## src/verilog/fcd_pkg.sv

```systemverilog
// Constants, layouts and state codes of the four-channel DMA engine
package fcd_pkg;
   localparam int NCH = 4;
   // Register offsets inside one channel window
   localparam logic [4:0] OFS_SRC = 5'h00;
   localparam logic [4:0] OFS_DST = 5'h04;
   localparam logic [4:0] OFS_CNT = 5'h08;
   localparam logic [4:0] OFS_CTL = 5'h0C;
   localparam logic [4:0] OFS_STS = 5'h10;
   localparam logic [4:0] OFS_VEC = 5'h14;
   // The two address bits above the offset select the channel
   localparam int CH_LSB = 5;
   localparam int MAP_MSB = 7;
   // channel_control fields
   localparam int CTL_START = 0;
   localparam int CTL_EXT = 1;
   localparam int CTL_CS = 2;
   localparam int CTL_SAA = 3;
   localparam int CTL_SRC_INCR = 4;
   localparam int CTL_DST_INCR = 5;
   localparam int CTL_SW = 6;
   localparam int CTL_DW = 8;
   localparam int CTL_BWC = 10;
   localparam int CTL_INT = 13;
   localparam int CTL_SRW = 14;
   localparam int CTL_AT = 15;
   localparam logic [15:0] CTL_RST = 16'h0000;
   // Status fields
   localparam int STS_DONE = 0;
   localparam int STS_BSY = 1;
   localparam int STS_REQ = 2;
   localparam int STS_BED = 4;
   localparam int STS_BES = 5;
   localparam int STS_CE = 6;
   localparam logic [6:0] STS_RST = 7'h00;
   localparam logic [7:0] VEC_RST = 8'h0F;
   // Width codes
   localparam logic [1:0] W_LONG = 2'h0;
   localparam logic [1:0] W_BYTE = 2'h1;
   localparam logic [1:0] W_WORD = 2'h2;
   localparam logic [1:0] W_LINE = 2'h3;
   // Nonzero bandwidth code k gives a block of 2**(k+BW_LOG_OFS) bytes; code 0 sets no block limit
   localparam int BW_LOG_OFS = 3;
   // Least clocks from a sampled request pin to a bus cycle
   localparam int REQ_MIN_CLK = 4;
   typedef enum logic [2:0] {
      ST_IDLE = 3'h0,
      ST_ARB = 3'h1,
      ST_WAITG = 3'h3,
      ST_ISSUE = 3'h2,
      ST_BUSY = 3'h6
   } fcd_state_t;
endpackage

```

## src/verilog/fcd_dma.sv

```systemverilog
// Four-channel DMA transfer engine with its register file
`timescale 1ns/100ps
module fcd_dma
   import fcd_pkg::*;
#(
   parameter int AW = 32,
   parameter int CW = 24
)
(
   input wire logic clk,
   input wire logic srst,
   input wire logic [7:0] reg_addr,
   input wire logic [31:0] reg_wdata,
   input wire logic reg_wr,
   input wire logic reg_rd,
   output logic [31:0] reg_rdata,
   input wire logic [1:0] ext_dma_ask_n,
   input wire logic [1:0] serial_irq,
   output logic bus_req,
   input wire logic bus_grant,
   output logic transfer_start_n,
   output logic [AW-1:0] bus_addr,
   output logic bus_read,
   output logic [1:0] bus_width,
   output logic [31:0] bus_wdata,
   input wire logic [31:0] bus_rdata,
   input wire logic bus_done,
   input wire logic bus_err,
   output logic transfer_modifier,
   output logic [3:0] dma_irq,
   input wire logic iack,
   input wire logic [1:0] iack_ch,
   output logic [7:0] iack_vector
);
   if (AW < 5 || AW > 32 || CW < 11 || CW > 32)
   begin : g_bad
      $error("fcd_dma: AW or CW out of range");
   end

   function automatic logic [4:0] wbytes(input logic [1:0] w);
      unique case (w)
         W_LONG: return 5'h04;
         W_BYTE: return 5'h01;
         W_WORD: return 5'h02;
         W_LINE: return 5'h10;
      endcase
   endfunction

   function automatic logic [4:0] beat(input logic [4:0] b);
      return (b > 5'h04) ? 5'h04 : b;
   endfunction

   function automatic logic bad(input logic [4:0] a, input logic [4:0] b);
      return (a & (b - 5'h01)) != 5'h00;
   endfunction

   function automatic logic [3:0] pkey(input int i, input logic [2:0] b,
                                       input logic [2:0] bp);
      if (i > 0 && b == 3'h0 && bp != 3'h0)
         return 4'(2 * i - 1);
      return 4'(2 * i + 2);
   endfunction

   fcd_state_t state_r;
   logic [1:0] ch_r;
   logic wr_ph_r;
   logic [4:0] rem_r;
   logic [3:0] rp_r;
   logic [3:0] wp_r;
   logic [7:0] hold_r [16];
   logic [15:0] ctl_r [NCH];
   logic [AW-1:0] src_r [NCH];
   logic [AW-1:0] dst_r [NCH];
   logic [CW-1:0] cnt_r [NCH];
   logic [6:0] sts_r [NCH];
   logic [7:0] vec_r [NCH];
   logic [NCH-1:0] ask_r;
   logic [NCH-1:0] pend_r;
   logic [NCH-1:0] reqv;
   logic [1:0] win;
   logic [15:0] cc;
   logic single_addr_sel;
   logic [4:0] sb;
   logic [4:0] db;
   logic [4:0] tb;
   logic [4:0] sbt;
   logic [4:0] dbt;
   logic [CW-1:0] nb;
   logic cfg_bad;
   logic last;
   logic boundary;
   logic sel_hit;
   logic done_wr;

   assign cc = ctl_r[ch_r];
   assign single_addr_sel = cc[CTL_SAA];
   assign sb = wbytes(cc[CTL_SW+:2]);
   assign db = wbytes(cc[CTL_DW+:2]);
   assign tb = (single_addr_sel || sb > db) ? sb : db;
   assign sbt = beat(sb);
   assign dbt = beat(db);
   assign nb = cnt_r[ch_r] - CW'(tb);
   assign last = rem_r == (wr_ph_r ? dbt : sbt);
   assign sel_hit = reg_wr && !reg_addr[MAP_MSB] &&
                    reg_addr[4:0] == OFS_STS && reg_wdata[STS_DONE];
   assign done_wr = sel_hit && reg_addr[CH_LSB+:2] == ch_r;
   assign cfg_bad = cnt_r[ch_r] == '0 || bad(src_r[ch_r][4:0], sb) ||
                    bad(cnt_r[ch_r][4:0], tb) ||
                    (!single_addr_sel && bad(dst_r[ch_r][4:0], db));

   always_comb
   begin
      boundary = 1'b0;
      if (cc[CTL_BWC+:3] != 3'h0)
         boundary = (nb & ((CW'(1) << (cc[CTL_BWC+:3] + BW_LOG_OFS))
                    - CW'(1))) == '0;
   end

   // Requests are ignored while the done or error flag still stands
   always_comb
   begin
      logic [3:0] best;
      best = 4'hF;
      win = 2'h0;
      reqv = '0;
      for (int i = 0; i < NCH; i++)
      begin
         reqv[i] = (pend_r[i] || ctl_r[i][CTL_START]) &&
                   sts_r[i][STS_DONE] == 1'b0 &&
                   sts_r[i][STS_CE] == 1'b0;
         if (reqv[i] && pkey(i, ctl_r[i][CTL_BWC+:3],
             ctl_r[(i + NCH - 1) % NCH][CTL_BWC+:3]) < best)
         begin
            best = pkey(i, ctl_r[i][CTL_BWC+:3],
                        ctl_r[(i + NCH - 1) % NCH][CTL_BWC+:3]);
            win = 2'(i);
         end
      end
   end

   // Single sampled edge is enough to hold a request
   always_ff @(posedge clk)
   begin
      if (srst)
         ask_r <= '0;
      else
         ask_r <= {serial_irq, ~ext_dma_ask_n};
   end

   // Engine and channel registers; later assignments override earlier
   // ones so hardware sets win over software clears in the same cycle
   always_ff @(posedge clk)
   begin
      if (srst)
      begin
         state_r <= ST_IDLE;
         ch_r <= 2'h0;
         wr_ph_r <= 1'b0;
         rem_r <= 5'h00;
         rp_r <= 4'h0;
         wp_r <= 4'h0;
         bus_req <= 1'b0;
         pend_r <= '0;
         for (int i = 0; i < NCH; i++)
         begin
            ctl_r[i] <= CTL_RST;
            src_r[i] <= '0;
            dst_r[i] <= '0;
            cnt_r[i] <= '0;
            sts_r[i] <= STS_RST;
            vec_r[i] <= VEC_RST;
         end
         for (int k = 0; k < 16; k++)
            hold_r[k] <= 8'h00;
      end
      else
      begin
         for (int i = 0; i < NCH; i++)
         begin
            if (reg_wr && !reg_addr[MAP_MSB] && reg_addr[CH_LSB+:2] == 2'(i))
            begin
               unique case (reg_addr[4:0])
                  OFS_SRC: src_r[i] <= reg_wdata[AW-1:0];
                  OFS_DST: dst_r[i] <= reg_wdata[AW-1:0];
                  OFS_CNT: cnt_r[i] <= reg_wdata[CW-1:0];
                  OFS_CTL: ctl_r[i] <= reg_wdata[15:0];
                  OFS_VEC: vec_r[i] <= reg_wdata[7:0];
                  OFS_STS:
                     if (reg_wdata[STS_DONE])
                     begin
                        sts_r[i] <= STS_RST;
                        pend_r[i] <= 1'b0;
                     end
                  default: ;
               endcase
            end
         end
         unique case (state_r)
            ST_IDLE:
               if (reqv != '0)
               begin
                  ch_r <= win;
                  state_r <= ST_ARB;
               end
            ST_ARB:
            begin
               wr_ph_r <= 1'b0;
               rem_r <= single_addr_sel ? sbt : tb;
               rp_r <= 4'h0;
               wp_r <= 4'h0;
               if (cfg_bad)
               begin
                  sts_r[ch_r][STS_CE] <= 1'b1;
                  pend_r[ch_r] <= 1'b0;
                  ctl_r[ch_r][CTL_START] <= 1'b0;
                  state_r <= ST_IDLE;
               end
               else
               begin
                  sts_r[ch_r][STS_REQ] <= 1'b1;
                  bus_req <= 1'b1;
                  state_r <= ST_WAITG;
               end
            end
            ST_WAITG:
            begin
               bus_req <= 1'b1;
               if (bus_grant && bus_req)
               begin
                  sts_r[ch_r][STS_BSY] <= 1'b1;
                  sts_r[ch_r][STS_REQ] <= 1'b0;
                  state_r <= ST_ISSUE;
               end
            end
            ST_ISSUE:
            begin
               ctl_r[ch_r][CTL_START] <= 1'b0;
               if (wr_ph_r || single_addr_sel)
                  pend_r[ch_r] <= 1'b0;
               state_r <= ST_BUSY;
            end
            ST_BUSY:
               if (bus_done && transfer_start_n)
               begin
                  if (bus_err)
                  begin
                     if (wr_ph_r)
                        sts_r[ch_r][STS_BED] <= 1'b1;
                     else
                        sts_r[ch_r][STS_BES] <= 1'b1;
                     sts_r[ch_r][STS_DONE] <= 1'b1;
                     sts_r[ch_r][STS_BSY] <= 1'b0;
                     pend_r[ch_r] <= 1'b0;
                     bus_req <= 1'b0;
                     state_r <= ST_IDLE;
                  end
                  else if (!wr_ph_r)
                  begin
                     if (cc[CTL_SRC_INCR])
                        src_r[ch_r] <= src_r[ch_r] + AW'(sbt);
                     for (int k = 0; k < 4; k++)
                        if (5'(k) < sbt && !single_addr_sel)
                           hold_r[4'(rp_r + 4'(k))] <= bus_rdata[8*k+:8];
                     rp_r <= rp_r + sbt[3:0];
                     rem_r <= rem_r - sbt;
                     state_r <= ST_ISSUE;
                     if (last && !single_addr_sel)
                     begin
                        wr_ph_r <= 1'b1;
                        rem_r <= tb;
                     end
                  end
                  else
                  begin
                     if (cc[CTL_DST_INCR])
                        dst_r[ch_r] <= dst_r[ch_r] + AW'(dbt);
                     wp_r <= wp_r + dbt[3:0];
                     rem_r <= rem_r - dbt;
                     state_r <= ST_ISSUE;
                  end
                  if (!bus_err && last && (wr_ph_r || single_addr_sel))
                  begin
                     cnt_r[ch_r] <= nb;
                     wr_ph_r <= 1'b0;
                     rem_r <= single_addr_sel ? sbt : tb;
                     rp_r <= 4'h0;
                     wp_r <= 4'h0;
                     if (nb == '0)
                     begin
                        sts_r[ch_r][STS_DONE] <= 1'b1;
                        sts_r[ch_r][STS_BSY] <= 1'b0;
                        pend_r[ch_r] <= 1'b0;
                        bus_req <= 1'b0;
                        state_r <= ST_IDLE;
                     end
                     else if (cc[CTL_CS])
                     begin
                        bus_req <= 1'b0;
                        state_r <= ST_IDLE;
                     end
                     else if (boundary)
                     begin
                        bus_req <= 1'b0;
                        state_r <= ST_WAITG;
                     end
                  end
               end
            default:
               state_r <= ST_IDLE;
         endcase
         // A done write stops the channel; a bus cycle in flight is
         // left to end on its own
         if (done_wr && state_r != ST_IDLE)
         begin
            bus_req <= 1'b0;
            state_r <= ST_IDLE;
         end
         for (int i = 0; i < NCH; i++)
            if (ask_r[i] && ctl_r[i][CTL_EXT])
               pend_r[i] <= 1'b1;
      end
   end

   // Bus pins and acknowledge, all registered
   always_ff @(posedge clk)
   begin
      if (srst)
      begin
         transfer_start_n <= 1'b1;
         bus_addr <= '0;
         bus_read <= 1'b1;
         bus_width <= W_LONG;
         bus_wdata <= 32'h0000_0000;
         transfer_modifier <= 1'b0;
      end
      else
      begin
         transfer_start_n <= state_r != ST_ISSUE;
         if (state_r == ST_ISSUE)
         begin
            bus_addr <= wr_ph_r ? dst_r[ch_r] : src_r[ch_r];
            bus_read <= single_addr_sel ? cc[CTL_SRW] : !wr_ph_r;
            bus_width <= wr_ph_r ? (db > 5'h04 ? W_LONG : cc[CTL_DW+:2])
                                 : (sb > 5'h04 ? W_LONG : cc[CTL_SW+:2]);
            for (int k = 0; k < 4; k++)
               bus_wdata[8*k+:8] <= (wr_ph_r && 5'(k) < dbt) ?
                                    hold_r[4'(wp_r + 4'(k))] : 8'h00;
            transfer_modifier <= !cc[CTL_AT] ||
                                 cnt_r[ch_r] == CW'(tb);
         end
         else if (state_r != ST_BUSY)
            transfer_modifier <= 1'b0;
      end
   end

   // Read port, interrupt lines and vector answer
   always_ff @(posedge clk)
   begin
      if (srst)
      begin
         reg_rdata <= 32'h0000_0000;
         dma_irq <= 4'h0;
         iack_vector <= 8'h00;
      end
      else
      begin
         reg_rdata <= 32'h0000_0000;
         if (reg_rd && !reg_addr[MAP_MSB])
         begin
            unique case (reg_addr[4:0])
               OFS_SRC: reg_rdata <= 32'(src_r[reg_addr[CH_LSB+:2]]);
               OFS_DST: reg_rdata <= 32'(dst_r[reg_addr[CH_LSB+:2]]);
               OFS_CNT: reg_rdata <= 32'(cnt_r[reg_addr[CH_LSB+:2]]);
               OFS_CTL: reg_rdata <= 32'(ctl_r[reg_addr[CH_LSB+:2]]);
               OFS_STS: reg_rdata <= 32'(sts_r[reg_addr[CH_LSB+:2]]);
               OFS_VEC: reg_rdata <= 32'(vec_r[reg_addr[CH_LSB+:2]]);
               default: ;
            endcase
         end
         for (int i = 0; i < NCH; i++)
            dma_irq[i] <= ctl_r[i][CTL_INT] && (sts_r[i][STS_DONE] ||
                          sts_r[i][STS_CE]);
         iack_vector <= iack ? vec_r[iack_ch] : 8'h00;
      end
   end
endmodule // fcd_dma

```

## config.mk

```make
export PLATFORM = sky130hd
export DESIGN_NAME = fcd_dma
export DESIGN_NICKNAME = d
export VERILOG_FILES = /design/src/verilog/fcd_pkg.sv /design/src/verilog/fcd_dma.sv
export SDC_FILE = /design/constraint.sdc
export NUM_CORES = 2
export LEC_CHECK = 0
export ABC_AREA = 1
export BUFFER_PORTS_ARGS = -buffer_cell sky130_fd_sc_hd__buf_2
export CORE_AREA = 2 2 395 397
export CTS_CLUSTER_DIAMETER = 120
export DETAILED_ROUTE_END_ITERATION = 7
export DIE_AREA = 0 0 397 399
export PLACE_DENSITY = 0.56
export SLEW_MARGIN = 20
export SYNTH_ARGS = -nofsm -noshare
export SYNTH_HDL_FRONTEND = slang
export SYNTH_SLANG_ARGS = --single-unit
```

## constraint.sdc

```tcl
create_clock -name clk -period 7.98 [get_ports clk]
set_input_delay 1.596 -clock clk [delete_from_list [all_inputs] [get_ports clk]]
set_output_delay 1.596 -clock clk [all_outputs]
set_load 0.02 [all_outputs]
```

==> results by group <==
Run status
  – Status: finished clean

Route
  – Via/cell ratio: roughly 6
  – WL per Instance: ~27 um
  – Via count: roughly 46000
  – DR DRC count: 0
  – Iter 0 DRT Violations: about 7000
  – First-pass iteration count of the detailed router: 6
  – Routed wire length: around 210000 um
  – Post-route ant nets: 0

Global routing
  – Pin count of the biggest net entering global routing: roughly 110
  – Total grt overflow: 0
  – GRT Total Usage: 0.2539
  – Antenna violations before repair: 15
  – First-pass GRT wire length: approximately 300000 um
  – Vias in the first global route: between 40000 and 50000

Die
  – Core ar.: between 150000 and 200000 um2
  – Die width: approximately 400 um
  – Io pins: 200
  – Die Y: roughly 400 um
  – Starting Density: 0.2998
  – Placement Rows: ~140
  – Die Area: between 150000 and 200000 um2

Flow run
  – Max-cap violations: 0

Timing
  – TNS Setup: 0 ns
  – Fin crit share: 0.8404
  – Worst slew pin tran: around 1.2 ns
  – Max-slew violations: 0
  – Hold slack: 0.4520 ns
  – Tmin final: between 6 and 7 ns
  – Post-Route Skew: 0.08197 ns
  – Hold Fails Final Rpt: 0
  – Fmax: approximately 150 MHz
  – Setup ws final: 1.273 ns
  – Slew headroom: 0.1689
  – Unrepaired setup endpoints after global routing: no
  – Setup Viol. Count Final: 0

Logic synthesis
  – Ys flop type: edfxtp_1
  – Post-Syn Area per Cell: slightly above 8 um2
  – Area share of the largest cell type after synthesis: 0.3781
  – Post-Syn Area: 46070 um2
  – Flip-flop and latch count after synthesis: 747
  – Post-Syn Instances: roughly 5600
  – Fraction of registers with async set or reset after synthesis: 0
  – Top post-synthesis cells by area: edfxtp_1 38%, dfxtp_1 7.3%, nand2_1 7.1%
  – Sequential share of the synthesized area: 0.4506
  – Area leader, netlist: edfxtp_1
  – Number of synthesized flops with an enable pin: 580
  – Synth unique cells: between 80 and 90
  – Yosys warning count: 0

Setup path
  – CP top delay family: simple AND/OR/NAND/NOR gates
  – CP Buf/Inv Count: 4
  – Critical path class: reg2reg
  – Most used cell, CP: nand2_1
  – Arrival time at the worst endpoint: roughly 7.1 ns
  – Startpoint types: flop
  – R2R depth: 31
  – Crit Path Max Fanout: 66
  – Critical path required time: approximately 8.4 ns
  – Critical path's largest stage delay: 0.66 ns
  – Critical Path Stages: 31
  – Crit-path slowest cell: o21ai_0
  – Critical Path End Type: flop

Hold path
  – Hold depth: 2
  – Worst Hold Class: reg2reg

CTS
  – Reg clk slew, reported paths: about 0.060 ns
  – Clk Tree Root Cell: clkbuf_16
  – Cts bufs inserted: 90
  – CTS tree: built
  – Total number of H-tree levels: 3
  – Post_cts resized: 0
  – Hold bufs inserted after CTS: 0
  – Clock buffer depth: 3
  – Post-CTS setup buffer count: 0
  – Clock sinks: between 700 and 800
  – Clk_lat worst skew: 0.74 ns

Place
  – Port Buffer Count: 199
  – GPL Wtd Cong: between 1 and 1.5
  – Place WS: around 1.4 ns
  – Post-DP HPWL: 143200 um
  – Dpl cells: approximately 7600

Cells and area
  – Layout cells sized above 1: 0.1019
  – Fill cell count: 15900
  – Register Area: between 20000 and 25000 um2
  – Final nets: roughly 5800
  – Area occupied by multi-input gates: between 20000 and 25000 um2
  – Fin cells: a little under 8000
  – Area Overhead vs Synth: 12.50%

Pwr
  – Flop pwr share: 0.356
  – Sw Share: 0.3783
  – Clock power share: 0.345
  – Net Sw Power: 4.769 mW
  – Internal: 7.837 mW
  – Max VDD drop: 0.1811 mV
  – Static Leakage: 19.58 nW
  – Comb power frac: 0.299
  – PD cells: 243.2 nW/um2
flip-flops by register name, summed over array words and instances (netlist names), 3 cells and up, named ones only:
signal / count
iack_vector: 8
state_r: 3
rp_r: 4
cnt_r: 96
pend_r: 4
dst_r: 128
dma_irq: 4
ask_r: 4
sts_r: 24
ctl_r: 64
wp_r: 4
src_r: 128
rem_r: 5
reg_rdata: 32
bus_addr: 32
vec_r: 32
hold_r: 128
bus_wdata: 32
path summary, 6_finish.rpt:
| path | slack [ns] | endpoint | startpoint |
|---|---|---|---|
| worst max-delay path | 1.27 | sts_r[3][1]$_DFFE_PP_ | flop |
| worst max register to register | 1.27 | sts_r[3][1]$_DFFE_PP_ | flop |
| worst min register to register | 0.45 | bus_wdata[16]$_SDFFE_PP0P_ | bus_wdata[16]$_SDFFE_PP0P_ |
| worst min-delay path | 0.45 | bus_wdata[16]$_SDFFE_PP0P_ | bus_wdata[16]$_SDFFE_PP0P_ |
worst register-to-register path: cells and delay by family, from the launching register on:
| family | cells | cell delay, ns |
|---|---|---|
| AND/OR/NAND/NOR | 21 | 2.59 |
| adder cells (fa/ha/maj) | 4 | 1.28 |
| AO/OA/AOI/OAI | 2 | 1.14 |
| buffers and inverters | 4 | 0.85 |
| flip-flops | 1 | 0.58 |
cells in the final DEF (no fill, tap or decap), types with 96 or more instances in the layout:
master,count
a21oi_1,329
a22oi_1,169
buf_2,199
clkbuf_16,96
dfxtp_1,163
edfxtp_1,580
inv_1,547
nand2_1,856
nand3_1,249
nor2_1,508
o211ai_1,164
o21ai_0,532
o22ai_1,420
layer usage:
layer  global-route usage  vias to the layer above  part of all wire
met1               0.3475                    22110              0.40
li1                     -                    20290                 -
met5                    0                        -           0.00043
met4               0.1287                       14             0.055
met2               0.3783                     3141              0.43
met3              0.05200                      611              0.12
logic make-up after synthesis:
| family | Yosys count | synth area share |
|---|---|---|
| other | 2 | 0.0001630 |
| buffers and inverters | 993 | 0.08648 |
| and+or+nand+nor | 1819 | 0.1674 |
| DFF | 747 | 0.4506 |
| adders and majority gates | 59 | 0.01716 |
| AOI/OAI and AO/OA | 1935 | 0.2632 |
| xor gates and xnor gates | 76 | 0.01494 |
metrics by stage:
step,util,cell area (um2),total power [mW]
2_1_floorplan,-,46070,7.069
3_3_place_gp,0.3167,48680,8.206
3_5_place_dp,0.3168,48690,8.222
4_1_cts,0.3372,51820,12.54
5_1_grt,0.3372,51820,13.11
6_report,0.3372,51830,12.61
synthesized netlist by cell type (all sizes together) (2+ instances only):
| master | n |
|---|---|
| a21o | 3 |
| edfxtp | 580 |
| a21oi | 331 |
| o211ai | 166 |
| dfxtp | 167 |
| or2 | 25 |
| o21ai | 553 |
| o311ai | 9 |
| o2111ai | 18 |
| nand3 | 262 |
| a21boi | 11 |
| nand4 | 38 |
| inv | 571 |
| a221oi | 22 |
| a22o | 8 |
| a41oi | 5 |
| a22oi | 169 |
| and3 | 2 |
| o41a | 4 |
| xnor2 | 20 |
| buf | 108 |
| o31ai | 9 |
| and2 | 2 |
| o32ai | 2 |
| o22a | 3 |
| clkinv | 10 |
| nor4b | 2 |
| nand2 | 881 |
| a211oi | 12 |
| nor4 | 16 |
| o22ai | 420 |
| a32o | 54 |
| a32oi | 33 |
| a31oi | 49 |
| conb | 2 |
| clkbuf | 304 |
| fa | 7 |
| a2111oi | 6 |
| o221ai | 38 |
| nor2 | 535 |
| o41ai | 4 |
| nor3 | 54 |
| xor2 | 56 |
| ha | 52 |
power by group through the flow:
stage / registers, mW / logic [mW] / clock network [mW]
5_1_grt: 4.51 / 4.07 / 4.54
6_report: 4.49 / 3.77 / 4.35
3_5_place_dp: 4.56 / 3.66 / 0
2_1_floorplan: 4.50 / 2.57 / 0
4_1_cts: 4.48 / 3.67 / 4.39
3_3_place_gp: 4.56 / 3.64 / 0
final cells by class:
type | count | area share
antenna | 3 | 0.0001449
clock buffer | 135 | 0.05215
clock inverter | 35 | 0.008256
inverter | 581 | 0.04230
multi-input combinational | 3892 | 0.4138
sequential | 747 | 0.4008
tap | 2044 | 0.04935
timing repair buffer | 294 | 0.03322
Note: power is estimated with default switching activity, not from simulation.
